**config.mk**
```make
export PLATFORM = sky130hd
export DESIGN_NAME = lgc_ctrl
export DESIGN_NICKNAME = d
export VERILOG_FILES = /design/src/verilog/lgc_pkg.sv /design/src/verilog/lgc_sync2.sv /design/src/verilog/lgc_ctrl.sv
export SDC_FILE = /design/constraint.sdc
export NUM_CORES = 1
export LEC_CHECK = 0
export BUFFER_PORTS_ARGS = -buffer_cell sky130_fd_sc_hd__buf_2
export CAP_MARGIN = 30
export CORE_ASPECT_RATIO = 1.2
export CORE_MARGIN = 2
export CORE_UTILIZATION = 50
export CTS_CLUSTER_SIZE = 24
export DETAILED_ROUTE_END_ITERATION = 10
export HOLD_SLACK_MARGIN = 0.08
export PLACE_DENSITY = 0.72
export SLEW_MARGIN = 20
export SYNTH_ARGS = -nofsm -noshare
export SYNTH_HDL_FRONTEND = slang
export SYNTH_SLANG_ARGS = --single-unit
```
**constraint.sdc**
```tcl
create_clock -name clk_sys -period 3.66 [get_ports clk_sys]
set_input_delay 0.732 -clock clk_sys [delete_from_list [all_inputs] [get_ports clk_sys]]
set_output_delay 0.732 -clock clk_sys [all_outputs]
set_load 0.03 [all_outputs]
```
**src/verilog/lgc_pkg.sv**
```systemverilog
/*
 Package for the general control command decoder: command codes, field positions,
 reset values and timing counts. Assumes a 100 MHz system clock.
*/
package lgc_pkg;

   // Command framing
   localparam logic [1:0] RS_CONTROL = 2'h0;
   localparam logic [7:0] CMD_INIT = 8'h3a;
   localparam logic [7:0] CMD_OTP_REFRESH = 8'hd8;
   localparam logic [7:0] CMD_CLEAR_RESET_FLAG = 8'h1f;
   localparam logic [5:0] CMD_CASCADE_POS_TOP = 6'h06;
   localparam logic [6:0] CMD_SYNC_CFG_TOP = 7'h5c;
   localparam logic [6:0] CMD_CLOCK_OUT_TOP = 7'h6a;
   localparam logic [6:0] CMD_READ_SELECT_TOP = 7'h0e;

   // Cascade positions
   localparam logic [1:0] POS_MASTER = 2'h0;

   // Status byte fields
   localparam int ST_DISPLAY_BIT = 7;
   localparam int ST_PUMP_ON_BIT = 6;
   localparam int ST_PUMP_AT_BIT = 5;
   localparam int ST_RESET_FLAG_BIT = 4;
   localparam logic [1:0] DETECT_I2C_TOP = 2'h1;
   localparam logic [3:0] DETECT_SPI_CODE = 4'h5;

   // Reset values
   localparam logic [1:0] CASCADE_POS_RST = 2'h0;
   localparam logic SYNC_ENABLE_RST = 1'b0;
   localparam logic CLOCK_GATE_RST = 1'b0;
   localparam logic READ_SEL_RST = 1'b0;
   localparam logic RESET_FLAG_RST = 1'b1;

   // Calibration reload time
   localparam int CLK_HZ = 100000000;
   localparam int CAL_RELOAD_MS = 10;
   localparam int CAL_RELOAD_CYCLES = (CLK_HZ / 1000) * CAL_RELOAD_MS;

   typedef struct packed {
      logic valid;
      logic read_not_write;
      logic [1:0] register_select;
      logic [7:0] data;
   } lgc_cmd_type;

   typedef struct packed {
      logic display_on_state;
      logic pump_enable_bit;
      logic pump_at_target;
      logic spi_mode;
      logic bus_addr_pin_hi;
      logic bus_addr_pin_lo;
   } lgc_live_type;

   typedef struct packed {
      logic [1:0] cascade_pos;
      logic sync_enable;
      logic clock_output_gate;
      logic read_sel_status;
   } lgc_cfg_type;

endpackage

```
**src/verilog/lgc_sync2.sv**
```systemverilog
/*
 Two-flip-flop synchroniser for a bundle of pin levels.
 Assumes the pins are asynchronous to clk_sys.
*/
`timescale 1ns/1ps
module lgc_sync2 #(
   parameter int WIDTH = 1
) (
   // Clock and reset
   input wire logic clk_sys,
   input wire logic rstn,
   // Levels
   input wire logic [WIDTH-1:0] pin_in,
   output logic [WIDTH-1:0] sync_out
);
   typedef struct packed {
      logic [WIDTH-1:0] first;
      logic [WIDTH-1:0] second;
   } lgc_sync_state_type;

   lgc_sync_state_type state_r;
   lgc_sync_state_type state_nxt;

   always_comb begin
      state_nxt.first = pin_in;
      state_nxt.second = state_r.first;
   end

   always_ff @(posedge clk_sys or negedge rstn) begin
      if (!rstn) begin
         state_r <= '0;
      end else begin
         state_r <= state_nxt;
      end
   end

   assign sync_out = state_r.second;
endmodule

```
**src/verilog/lgc_ctrl.sv**
```systemverilog
/*
 General control command decoder of a cascadable LCD segment driver: chip reset,
 calibration reload, cascade position, sync pin, clock output gate and status readout.
 Assumes a command front end delivering one decoded byte per valid pulse on clk_sys,
 and that display RAM lives elsewhere and is not touched by the reset issued here.
*/
// What this block does
// RULE_01 - Write, select 00, byte 3a issues a chip reset sparing display RAM
// RULE_02 - Reset pin resets the whole device like the reset command
// RULE_03 - Calibration reloads after any reset, reset command, or refresh command
// RULE_04 - Refresh command byte d8; reload takes about 10 ms
// RULE_05 - Byte 000110xx sets cascade position: master or slave 1 to 3
// RULE_06 - Byte 1011100x: sync pin low or cascade sync output
// RULE_07 - A slave ignores the sync pin command
// RULE_08 - Byte 1101010x: drives clock out or leaves the pin floating
// RULE_09 - Byte 0001110x selects temperature or status for later reads
// RULE_10 - Read with select 00 returns the full temperature byte when chosen
// RULE_11 - Status bits reflect live state at the read instant
// RULE_12 - Status bit 7 shows display enabled
// RULE_13 - Status bit 6 mirrors the pump enable setting
// RULE_14 - Status bit 5 shows pump reached programmed voltage
// RULE_15 - Status bit 4 is a sticky reset flag set by any reset
// RULE_16 - Host should clear the reset flag at start-up
// RULE_17 - Bits 3 to 0 give 01 plus address pins on I2C, 0101 on SPI
// RULE_18 - Host may poll status to detect upset bits
// RULE_19 - Write, select 00, byte 1f clears the sticky reset flag
// RULE_20 - Only bytes with matching direction and select bits are acted on
`timescale 1ns/1ps
module lgc_ctrl #(
   parameter int CAL_CYCLES = lgc_pkg::CAL_RELOAD_CYCLES
) (
   // Clock and reset
   input wire logic clk_sys,
   input wire logic rstn,
   // Reset pin, active low, asynchronous
   input wire logic reset_pin_n,
   // Command stream from the bus front end
   input wire lgc_pkg::lgc_cmd_type cmd,
   // Live device state
   input wire lgc_pkg::lgc_live_type live,
   input wire logic [7:0] temperature_value,
   input wire logic cascade_sync_in,
   input wire logic clk_is_output,
   // Read answer
   output logic [7:0] read_data,
   output logic read_valid,
   // Chip-wide control
   output logic chip_reset,
   output logic cal_reload_busy,
   output logic cal_reload_start,
   output lgc_pkg::lgc_cfg_type cfg,
   // Pins
   output logic cascade_sync_pin,
   output logic clk_out,
   output logic clk_out_oe
);
   import lgc_pkg::*;

   typedef struct packed {
      lgc_cfg_type cfg;
      logic reset_flag;
      logic chip_reset;
      logic cal_start;
      logic cal_busy;
      logic [31:0] cal_count;
      logic [7:0] read_data;
      logic read_valid;
      logic reset_seen;
   } lgc_state_type;

   lgc_state_type state_r;
   lgc_state_type state_nxt;

   logic [6:0] pins_sync;
   lgc_live_type live_s;
   logic reset_pin_s_n;

   // Pin levels cross into clk_sys before use; the reset pin goes in inverted so that
   // the cleared synchroniser means no request and no false reset follows rstn release
   lgc_sync2 #(.WIDTH(7)) u_sync (
      .clk_sys(clk_sys),
      .rstn(rstn),
      .pin_in({~reset_pin_n, live.display_on_state, live.pump_at_target, live.spi_mode,
               live.bus_addr_pin_hi, live.bus_addr_pin_lo, cascade_sync_in}),
      .sync_out(pins_sync)
   );

   function automatic logic ctrl_write(input lgc_cmd_type c);
      ctrl_write = c.valid && !c.read_not_write && (c.register_select == RS_CONTROL);
   endfunction

   function automatic logic [7:0] status_byte(input lgc_live_type l, input logic flag);
      logic [7:0] s;
      s = 8'h00;
      s[ST_DISPLAY_BIT] = l.display_on_state;
      s[ST_PUMP_ON_BIT] = l.pump_enable_bit;
      s[ST_PUMP_AT_BIT] = l.pump_at_target;
      s[ST_RESET_FLAG_BIT] = flag;
      s[3:0] = l.spi_mode ? DETECT_SPI_CODE : {DETECT_I2C_TOP, l.bus_addr_pin_hi, l.bus_addr_pin_lo};
      status_byte = s;
   endfunction

   always_comb begin
      live_s.display_on_state = pins_sync[5];
      live_s.pump_enable_bit = live.pump_enable_bit;
      live_s.pump_at_target = pins_sync[4];
      live_s.spi_mode = pins_sync[3];
      live_s.bus_addr_pin_hi = pins_sync[2];
      live_s.bus_addr_pin_lo = pins_sync[1];
      reset_pin_s_n = ~pins_sync[6];
   end

   always_comb begin
      logic wr;
      logic do_reset;
      logic do_refresh;
      logic do_clear;
      wr = ctrl_write(cmd); // RULE_20
      do_reset = (wr && cmd.data == CMD_INIT) || !reset_pin_s_n; // RULE_01 RULE_02
      do_refresh = wr && cmd.data == CMD_OTP_REFRESH;
      do_clear = wr && cmd.data == CMD_CLEAR_RESET_FLAG;
      state_nxt = state_r;
      state_nxt.chip_reset = do_reset;
      state_nxt.cal_start = 1'b0;
      state_nxt.read_valid = 1'b0;
      state_nxt.reset_seen = 1'b1;
      if (do_reset) begin
         // Configuration returns to defaults; display RAM is not ours
         state_nxt.cfg.cascade_pos = CASCADE_POS_RST; // RULE_01
         state_nxt.cfg.sync_enable = SYNC_ENABLE_RST;
         state_nxt.cfg.clock_output_gate = CLOCK_GATE_RST;
         state_nxt.cfg.read_sel_status = READ_SEL_RST;
      end else if (wr) begin
         if (cmd.data[7:2] == CMD_CASCADE_POS_TOP) begin
            state_nxt.cfg.cascade_pos = cmd.data[1:0]; // RULE_05
         end
         if (cmd.data[7:1] == CMD_SYNC_CFG_TOP && state_r.cfg.cascade_pos == POS_MASTER) begin
            state_nxt.cfg.sync_enable = cmd.data[0]; // RULE_06 RULE_07
         end
         if (cmd.data[7:1] == CMD_CLOCK_OUT_TOP) begin
            state_nxt.cfg.clock_output_gate = cmd.data[0]; // RULE_08
         end
         if (cmd.data[7:1] == CMD_READ_SELECT_TOP) begin
            state_nxt.cfg.read_sel_status = cmd.data[0]; // RULE_09
         end
      end
      // Set wins over clear; reset release counts as a power-on event
      if (do_clear) begin
         state_nxt.reset_flag = 1'b0; // RULE_19
      end
      if (do_reset || !state_r.reset_seen) begin
         state_nxt.reset_flag = 1'b1; // RULE_15
      end
      // Calibration reload restarts on any reset or refresh
      if (do_reset || do_refresh || !state_r.reset_seen) begin
         state_nxt.cal_start = 1'b1; // RULE_03
         state_nxt.cal_busy = 1'b1;
         state_nxt.cal_count = 32'(CAL_CYCLES - 1); // RULE_04
      end else if (state_r.cal_busy) begin
         if (state_r.cal_count == 32'h0) begin
            state_nxt.cal_busy = 1'b0;
         end else begin
            state_nxt.cal_count = state_r.cal_count - 32'h1;
         end
      end
      if (cmd.valid && cmd.read_not_write && cmd.register_select == RS_CONTROL) begin
         state_nxt.read_valid = 1'b1; // RULE_10
         state_nxt.read_data = state_r.cfg.read_sel_status
            ? status_byte(live_s, state_r.reset_flag) // RULE_11 RULE_12 RULE_13 RULE_14 RULE_17
            : temperature_value; // RULE_10
      end
   end

   always_ff @(posedge clk_sys or negedge rstn) begin
      if (!rstn) begin
         state_r.cfg.cascade_pos <= CASCADE_POS_RST;
         state_r.cfg.sync_enable <= SYNC_ENABLE_RST;
         state_r.cfg.clock_output_gate <= CLOCK_GATE_RST;
         state_r.cfg.read_sel_status <= READ_SEL_RST;
         state_r.reset_flag <= RESET_FLAG_RST;
         state_r.chip_reset <= 1'b0;
         state_r.cal_start <= 1'b0;
         state_r.cal_busy <= 1'b1;
         state_r.cal_count <= 32'h0;
         state_r.read_data <= 8'h00;
         state_r.read_valid <= 1'b0;
         state_r.reset_seen <= 1'b0;
      end else begin
         state_r <= state_nxt;
      end
   end

   assign read_data = state_r.read_data;
   assign read_valid = state_r.read_valid;
   assign chip_reset = state_r.chip_reset;
   assign cal_reload_start = state_r.cal_start;
   assign cal_reload_busy = state_r.cal_busy;
   assign cfg = state_r.cfg;
   // Sync disabled holds the sync pin low; sync enabled forwards the cascade sync
   assign cascade_sync_pin = state_r.cfg.sync_enable & pins_sync[0]; // RULE_06
   assign clk_out = clk_sys;
   assign clk_out_oe = clk_is_output & state_r.cfg.clock_output_gate; // RULE_08
endmodule

```
==> flow_metrics.py, run 1 <==
metrics = {
    "outcome": {
        "status": "finished clean",
    },
    "cts": {
        "ctsResizeCount": 0,
        "cts_tree": "built",
        "clk_pin_slew_worst_paths_ps": 70,
        "clk_latency_ps": 450,
        "cts_hold_buf": 0,
        "cts_setup_buffers": 0,
    },
    "die": {
        "rows": 31,
        "boundaryPins": 51,
        "initial_core_util_pct": 52.1,
        "die_w_microns": 76.8,
        "core_sq_um": 6090,
        "fp.dieH_microns": 91.3,
        "die_area_sq_um": 7010,
    },
    "logic_synthesis": {
        "yosys.area.top_type": "dfrtp_1",
        "netlist_area_sq_um": 3180,
        "syn_area_per_cell_sq_um": 10.1,
        "syn_inst": 315,
        "netlist_top_cells_area": "dfrtp_1, buf_4, a21oi_1",
        "synthTopCellsByCount": "dfrtp_1, nor2_1, a21oi_1",
        "ys_seq_area_share_pct": 51.3,
        "yosysMostFrequentCell": "dfrtp_1",
        "yosysTopAreaCellShare_pct": 49.6,
        "ys_async_sr_fraction_pct": 100,
        "synth_fp_nets": 347,
        "yosys_warnings": 0,
        "synth_cell_types": 55,
        "ys.flop_type": "dfrtp_1",
        "synth_seq_cells": 65,
        "synth-edff-count": 0,
    },
    "detailed_routing": {
        "wl_per_cell_microns": 14.8,
        "via_per_inst": 5.79,
        "drt_iter0_markers": 163,
        "vias": 2589,
        "ant_nets": 0,
        "wl_mm": 6.62,
        "drtPass1Iterations": 4,
        "drcViolationCount": 0,
    },
    "timing": {
        "setup_violations": 0,
        "relSlewSlack_pct": 50.8,
        "hold_viol_final": 0,
        "finalSetupTns_ps": 0,
        "slew_violations": 0,
        "rsz0062_at_grt": "false",
        "worstMarginPinSlew_ps": 738,
        "finClkSkew_ps": 10.6,
    },
    "setup_path": {
        "cpPeakStageDelay_ps": 160,
        "cp-start-kind": "clock port",
        "crit_type": "clk -> out",
        "crit_required_ps": 2930,
        "critPathMostFrequentCell": "clkbuf_8",
        "worst_r2r_path_depth": 5,
        "crit_family": "buffers and inverters",
        "path_depth": 3,
        "critPathCaptureType": "primary output",
        "arrival_ps": 2220,
        "path_cells": "clkbuf_8 > clkbuf_8 > buf_2",
        "crit_fanout": 2,
        "worst_path_max_delay_cell": "buf_2",
        "setup.worst_path.start": "clk_sys",
        "reg2reg_from": "state_r[13]$_DFFE_PN0P_",
        "worst-path-buf-inv": 3,
    },
    "grt": {
        "grt_remaining_overflow": 0,
        "antenna_found_initial": 0,
        "track_usage_pct": 21.2,
        "grt_max_degree": 34,
        "grt_pass1_wl_mm": 11.7,
        "grt_pass1_vias": 2583,
    },
    "cells_and_area": {
        "diodes": 0,
        "drive_gt1_share_pct": 25.5,
        "multiInputGateArea_sq_um": 1330,
        "areaGrowthSynthToFinish_pct": 14.9,
        "finish.net_count": 392,
        "fill_cells": 534,
        "final-seq-area_sq_um": 1630,
    },
    "pwr": {
        "ir_drop_v": 0.000282,
        "p_total_mw": 1.66,
        "powerDensity_nw_per_um2": 456,
        "leakage_nw": 1.50,
    },
    "placement": {
        "dp_hpwl_mm": 4.55,
        "routabilityCongestion": 0.860,
        "port_buffers": 50,
    },
    "min_path": {
        "holdCritPathClass": "in -> async",
    },
    "run": {
        "max-cap-violations": 0,
    },
}
## kinds of logic after synthesis
group	share of synthesized area, %
AOI/OAI and AO/OA	14.2
xor gates and xnor gates	0.828
adders and majority gates	0.394
buffers and inverters	6.70
DFF	51.3
muxes	2.25
other	0.118
and+or+nand+nor	24.2
## final timing paths
kind	to	slack [ps]
worst max register to register	state_r[36]$_DFFE_PN0P_	1170
worst min register to register	u_sync.sync_out[6]$_DFF_PN0_	350
min in group clk_sys	u_sync.sync_out[6]$_DFF_PN0_	350
worst max-delay path	clk_out	710
max in group asynchronous	state_r[21]$_DFFE_PN0P_	2580
worst min-delay path	cfg[3]$_DFFE_PN0P_	350
## flip-flops by register name (all words and copies together), names as in the netlist
register / flops
read_valid: 1
read_data: 8
state_r: 34
cal_reload_busy: 1
cfg: 5
u_sync.state_nxt: 7
u_sync.sync_out: 7
cal_reload_start: 1
chip_reset: 1
## power by group
group          internal [mW]  switching, mW  leakage [nW]
logic                 0.0559          0.111         0.593
clock network          0.397          0.331         0.130
registers              0.751         0.0169         0.777
total                   1.20          0.460          1.50
## layer usage
layer,vias to the layer above,GRT usage [%],share of wire [%]
met1,1252,26.1,45
met3,5,6.76,5.5
met5,-,0,0
li1,1256,-,-
met4,0,9.70,0.89
met2,76,34.0,49
## cell type report
class                   instances  share of cell area, %
clock inverters                 7                   2.06
flip-flops and latches         65                   44.6
inverters                      11                   1.13
multi-input cells             213                   36.5
repair buffers                 56                   8.16
clock buffers                  13                   4.66
well taps                      82                   2.81
## through the flow
stage                     area (sq um)  std cells  utilization [%]  worst slack (ps)  hold WS [ps]
after floorplan                   3180        315                -               953           331
after global placement            3410        428             56.0               831           333
after detailed placement          3410        428             56.0               770           335
after CTS                         3650        447             59.9               704           352
after global routing              3650        447             59.9               699           356
final                             3650        447             59.9               709           348
## layout by cell type (no fill, tap or decap), types with 4 or more instances in the layout
cell,n
buf_4,7
inv_1,9
and2_1,5
nand2_1,17
nor4_1,6
or4_1,13
dfrtp_1,63
nand4_1,6
or3_1,13
o21ai_0,15
nor3_1,11
a21oi_1,22
or3_2,4
o41ai_1,4
nand4b_1,7
o31ai_1,10
clkbuf_8,12
buf_2,50
mux2i_1,6
nand3_1,8
nor2_1,25
Note: power is estimated with default switching activity, not from simulation.
==> run 2: changes to the inputs <==
==> constraint.sdc (replaced) <==
create_clock -name clk_sys -period 2.95 [get_ports clk_sys]
set_input_delay 0.59 -clock clk_sys [delete_from_list [all_inputs] [get_ports clk_sys]]
set_output_delay 0.59 -clock clk_sys [all_outputs]
set_load 0.03 [all_outputs]
==> run 2 against run 1 <==
Sequential share of layout area shrank 0.53 points. Clock power up 37%. Sequential cell count unchanged. Clock skew down 2.4 ps. Die area is the same. Critical endpoint unchanged. Largest power group is now clock. Sequential power up 24%. Critical path depth unchanged. Final cell count is 0.45% higher. First-iteration DRC count down 9.8%. Routed wire length is 1.5% higher. Worst setup slack lost 210 ps. Largest cell class unchanged.
==> flow_metrics.py, run 2 (synthesized netlist as in run 1, its figures left out) <==
metrics = {
    "outcome": {
        "status": "finished clean",
    },
    "detailed_routing": {
        "drtPass1Iterations": 4,
        "wl_per_cell_microns": 15.0,
        "wl_mm": 6.72,
        "vias": 2591,
        "drt_iter0_markers": 147,
        "drcViolationCount": 0,
        "ant_nets": 0,
        "via_per_inst": 5.77,
    },
    "cells_and_area": {
        "stdcell_count": 449,
        "largest_register_ffs": 34,
        "final-seq-area_sq_um": 1630,
        "regMostFlops": "state_r",
        "multiInputGateArea_sq_um": 1330,
        "final_cell_mix": "dfrtp_1, buf_2, nor2_1",
        "fin_area_sq_um": 3690,
        "layout_commonest_cell": "dfrtp_1",
        "top_regs": "state_r: 34 flops, read_data: 8 flops",
        "fill_cells": 508,
        "drive_gt1_share_pct": 25.9,
        "areaGrowthSynthToFinish_pct": 16.3,
        "diodes": 0,
        "finish.net_count": 394,
    },
    "die": {
        "rows": 31,
        "die_w_microns": 76.8,
        "initial_core_util_pct": 52.1,
        "fp.dieH_microns": 91.3,
        "boundaryPins": 51,
        "die_area_sq_um": 7010,
        "core_sq_um": 6090,
    },
    "timing": {
        "rsz0062_at_grt": "false",
        "slew_violations": 0,
        "finalSetupTns_ps": 0,
        "whs_ps": 162,
        "setup_violations": 0,
        "postLayoutSetupSlackWorst_ps": 497,
        "finClkSkew_ps": 8.12,
        "worstMarginPinSlew_ps": 640,
        "hold_viol_final": 0,
        "relSlewSlack_pct": 57.3,
    },
    "setup_path": {
        "crit_type": "clk -> out",
        "worst_path_max_delay_cell": "buf_2",
        "arrival_ps": 1860,
        "critPathMostFrequentCell": "clkbuf_8",
        "crit_fanout": 2,
        "crit_required_ps": 2360,
        "critPathCaptureType": "primary output",
        "path_cells": "clkbuf_8 > clkbuf_8 > buf_2",
        "cpPeakStageDelay_ps": 160,
        "rrSetupSlack_ps": 550,
        "cp-start-kind": "clock port",
    },
    "pwr": {
        "p_seq_share_pct": 44.1,
        "ir_drop_v": 0.000378,
        "comb_power_share_pct": 9.6,
        "p_sw_share_pct": 26.0,
        "clockPowerShare_pct": 46.3,
        "p_int_mw": 1.60,
        "leakage_nw": 1.52,
        "p_sw_uw": 563,
        "powerDensity_nw_per_um2": 585,
    },
    "cts": {
        "cts_tree": "built",
        "clk_latency_ps": 440,
        "ctsResizeCount": 0,
        "cts_setup_buffers": 0,
        "clk_pin_slew_worst_paths_ps": 70,
        "cts_hold_buf": 0,
    },
    "placement": {
        "postPlaceCellArea_sq_um": 3420,
        "port_buffers": 50,
        "place_inst": 430,
        "place_ws_ps": 256,
        "dp_hpwl_mm": 4.59,
        "routabilityCongestion": 0.889,
    },
    "grt": {
        "track_usage_pct": 20.7,
        "antenna_found_initial": 0,
        "grt_max_degree": 28,
        "grt_pass1_wl_mm": 11.5,
        "grt_pass1_vias": 2580,
        "grt_remaining_overflow": 0,
    },
    "min_path": {
        "holdCritPathClass": "in -> async",
    },
    "run": {
        "max-cap-violations": 0,
    },
}
==> run 2: worst paths after layout <==
check                                                 to                     startpoint  cells past startpoint
max                                              clk_out                        clk_sys                      3
min                                   cfg[3]$_DFFE_PN0P_                           rstn                      1
max reg2reg                      state_r[15]$_DFFE_PN0P_        state_r[25]$_DFFE_PN0P_                      5
min reg2reg                 u_sync.sync_out[4]$_DFF_PN0_  u_sync.state_nxt[4]$_DFF_PN0_                      0
max in group asynchronous      cal_reload_busy$_DFF_PN1_                           rstn                      2
min in group clk_sys       u_sync.state_nxt[4]$_DFF_PN0_                        live[3]                      1
==> run 2: layer usage <==
| layer | GRT usage [%] | up-vias | wire length (microns) |
|---|---|---|---|
| met5 | 0 | - | 0 |
| li1 | - | 1248 | - |
| met2 | 32.9 | 69 | 3300 |
| met3 | 5.67 | 9 | 325 |
| met4 | 10.9 | 0 | 51 |
| met1 | 25.8 | 1265 | 3040 |
==> run 2: critical path, delay by kind of cell <==
family   cells  cell delay (ps)
buf+inv      3              380
==> run 2: area by class of cell <==
type | instances | area share [%]
flip-flops and latches | 65 | 44.1
repair buffers | 58 | 8.47
clock buffers | 14 | 4.98
clock inverters | 6 | 2.44
well taps | 82 | 2.78
multi-input cells | 213 | 36.1
inverters | 11 | 1.12
==> run 2: stage by stage <==
step           util [%]  power [mW]
2_1_floorplan         -        1.18
3_3_place_gp       56.2        1.22
3_5_place_dp       56.2        1.22
4_1_cts            60.7        2.19
5_1_grt            60.7        2.26
6_report           60.7        2.16
==> run 2: power groups by stage <==
stage / combinational, mW / clock [mW] / sequential (mW)
final: 0.208 / 1.00 / 0.953
after global placement: 0.207 / 0.0427 / 0.968
after floorplan: 0.161 / 0.0508 / 0.969
after global routing: 0.228 / 1.07 / 0.959
after CTS: 0.211 / 1.02 / 0.953
after detailed placement: 0.210 / 0.0427 / 0.970
==> run 3: changes to the inputs <==
--- a/config.mk
+++ b/config.mk
@@ -13,7 +13,7 @@
 export CTS_CLUSTER_SIZE = 24
 export DETAILED_ROUTE_END_ITERATION = 10
 export HOLD_SLACK_MARGIN = 0.08
-export PLACE_DENSITY = 0.72
+export PLACE_DENSITY = 0.75
 export SLEW_MARGIN = 20
 export SYNTH_ARGS = -nofsm -noshare
 export SYNTH_HDL_FRONTEND = slang
==> constraint.sdc (replaced) <==
create_clock -name clk_sys -period 2.25 [get_ports clk_sys]
set_input_delay 0.45 -clock clk_sys [delete_from_list [all_inputs] [get_ports clk_sys]]
set_output_delay 0.45 -clock clk_sys [all_outputs]
set_load 0.03 [all_outputs]
==> run 3 against run 2 <==
Sequential share of layout area is 3.2 points lower. First-iteration DRC count is 30% higher. Register-to-register slack worse by 500 ps. Worst hold slack worse by 61 ps. Final cell count is 6.9% higher. Total power is 28% higher. Cell area is 8.0% higher. Via count is 6.9% higher. Die area stayed put. Critical path type is now reg -> reg. Routed wire length is 6.9% higher. Non-clock buffer count is 31 higher. Critical endpoint is now state_r[38]$_DFFE_PN0P_. Utilization is 4.9 points higher.
==> flow_metrics.py, run 3 (synthesized netlist as in run 1, its figures left out) <==
metrics = {
    "outcome": {
        "status": "finished clean",
    },
    "setup_path": {
        "crit_required_ps": 2640,
        "worst_r2r_path_depth": 7,
        "rrSetupSlack_ps": 50,
        "critPathCaptureType": "register",
        "crit_type": "reg -> reg",
        "cpPeakStageDelay_ps": 570,
        "worst-path-buf-inv": 2,
        "critPathCapture": "state_r[38]$_DFFE_PN0P_",
        "worst_path_max_delay_cell": "or4_4",
        "path_depth": 7,
        "critPathMostFrequentCell": "buf_4",
        "crit_fanout": 6,
        "arrival_ps": 2590,
        "setup.worst_path.start": "state_r[25]$_DFFE_PN0P_",
        "reg2reg_from": "state_r[25]$_DFFE_PN0P_",
        "r2r-end": "state_r[38]$_DFFE_PN0P_",
        "path_cells": "or4_4 > buf_4 > nor2_1 > nand4_1 > buf_4 > or3_1 > a21oi_1",
        "crit_family": "simple AND/OR/NAND/NOR gates",
        "cp-start-kind": "register",
    },
    "placement": {
        "routabilityCongestion": 0.837,
        "place_inst": 451,
        "port_buffers": 50,
        "dp_hpwl_mm": 4.88,
    },
    "grt": {
        "track_usage_pct": 21.8,
        "grt_pass1_vias": 2661,
        "grt_max_degree": 36,
        "antenna_found_initial": 0,
        "grt_remaining_overflow": 0,
        "grt_pass1_wl_mm": 12.0,
    },
    "cts": {
        "clk_latency_ps": 460,
        "cts_tree": "built",
        "clk_pin_slew_worst_paths_ps": 80,
    },
    "cells_and_area": {
        "largest_register_ffs": 34,
        "stdcell_count": 480,
        "regMostFlops": "state_r",
        "final_cell_mix": "dfrtp_1, buf_2, buf_4",
        "drive_gt1_share_pct": 33.7,
        "fin_util_pct": 65.5,
        "areaGrowthSynthToFinish_pct": 25.7,
        "top_regs": "state_r: 34 flops, read_data: 8 flops",
        "finish.net_count": 425,
        "fill_cells": 511,
        "diodes": 0,
        "final-seq-area_sq_um": 1630,
        "multiInputGateArea_sq_um": 1380,
        "layout_commonest_cell": "dfrtp_1",
    },
    "pwr": {
        "p_sw_share_pct": 28.3,
        "comb_power_share_pct": 10.9,
        "clockPowerShare_pct": 43.8,
        "p_total_mw": 2.76,
        "p_int_mw": 1.98,
        "ir_drop_v": 0.000419,
        "leakage_nw": 1.67,
        "p_seq_share_pct": 45.3,
        "powerDensity_nw_per_um2": 691,
        "p_sw_uw": 779,
    },
    "die": {
        "die_area_sq_um": 7010,
        "rows": 31,
        "boundaryPins": 51,
        "initial_core_util_pct": 52.1,
        "fp.dieH_microns": 91.3,
        "core_sq_um": 6090,
        "die_w_microns": 76.8,
    },
    "timing": {
        "finClkSkew_ps": 13.6,
        "fin_crit_sh_pct": 97.8,
        "max_freq_ghz": 0.454,
        "setup_violations": 0,
        "hold_viol_final": 0,
        "slew_violations": 0,
        "layout_min_cycle_time_ps": 2200,
        "worstMarginPinSlew_ps": 560,
        "whs_ps": 101,
        "relSlewSlack_pct": 62.5,
        "rsz0062_at_grt": "true",
    },
    "min_path": {
        "holdCritPathClass": "in -> reg",
    },
    "detailed_routing": {
        "ant_nets": 0,
        "drcViolationCount": 0,
        "via_per_inst": 5.77,
        "wl_per_cell_microns": 15.0,
        "drt_iter0_markers": 191,
        "drtPass1Iterations": 4,
        "wl_mm": 7.19,
        "vias": 2771,
    },
    "run": {
        "max-cap-violations": 0,
    },
}
[run 3: changes by cell type in the layout (fill, tap and decap cells not counted), moves of 2 or more]
cell | previous run | this run
nor3_2 | 0 | 2
dlygate4sd3_1 | 0 | 5
or4_1 | 13 | 9
nor3_1 | 11 | 9
or4_4 | 0 | 4
buf_4 | 9 | 32
buf_12 | 0 | 2
inv_6 | 1 | 3
[run 3: power groups by stage]
stage	Sequential (mW)	Clock, mW	Combinational [mW]
2_1_floorplan	1.27	0.0666	0.211
3_3_place_gp	1.27	0.0560	0.287
3_5_place_dp	1.27	0.0560	0.292
4_1_cts	1.25	1.24	0.300
5_1_grt	1.25	1.29	0.327
6_report	1.25	1.21	0.299
[run 3: worst min-delay path by stage]
stage / from / endpoint / slack, ps / cells after the start
after floorplan: rstn / cal_reload_start$_DFF_PN0_ / 150 / 0
after global placement: u_sync.state_nxt[0]$_DFF_PN0_ / u_sync.sync_out[0]$_DFF_PN0_ / 330 / 0
after detailed placement: u_sync.state_nxt[1]$_DFF_PN0_ / u_sync.sync_out[1]$_DFF_PN0_ / 330 / 0
after CTS: live[3] / u_sync.state_nxt[4]$_DFF_PN0_ / 80 / 1
after global routing: live[3] / u_sync.state_nxt[4]$_DFF_PN0_ / 80 / 1
final: live[3] / u_sync.state_nxt[4]$_DFF_PN0_ / 100 / 1
[run 3: stage by stage]
| step | worst slack (ps) | setup TNS (ps) | instance area (sq um) |
|---|---|---|---|
| after floorplan | 88.4 | 0 | 3180 |
| after global placement | -108 | -1890 | 3610 |
| after detailed placement | -203 | -3850 | 3610 |
| after CTS | 10.0 | 0 | 3900 |
| after global routing | -47.6 | -194 | 3990 |
| final | 49.2 | 0 | 3990 |
[run 3: layer usage]
layer,routed length (microns),track usage (%),vias to the layer above
met1,3120,27.0,1357
li1,-,-,1316
met3,422,7.16,12
met2,3540,34.6,86
met5,0,0,-
met4,97,10.0,0
[run 3: repair_timing]
action	in CTS	in global routing
pin swaps	0	3
resized for setup	2	14
setup endpoints to repair	5	17
hold buffers	5	0
endpoints found under the hold margin	23	0
buffers inserted	0	5
[run 3: final cells by class]
type,instances,share of cell area [%]
clock buffer,13,4.26
clock inverter,7,1.88
inverter,11,1.03
multi-input combinational,213,34.7
sequential,65,40.9
tap,82,2.57
timing repair buffer,89,14.7
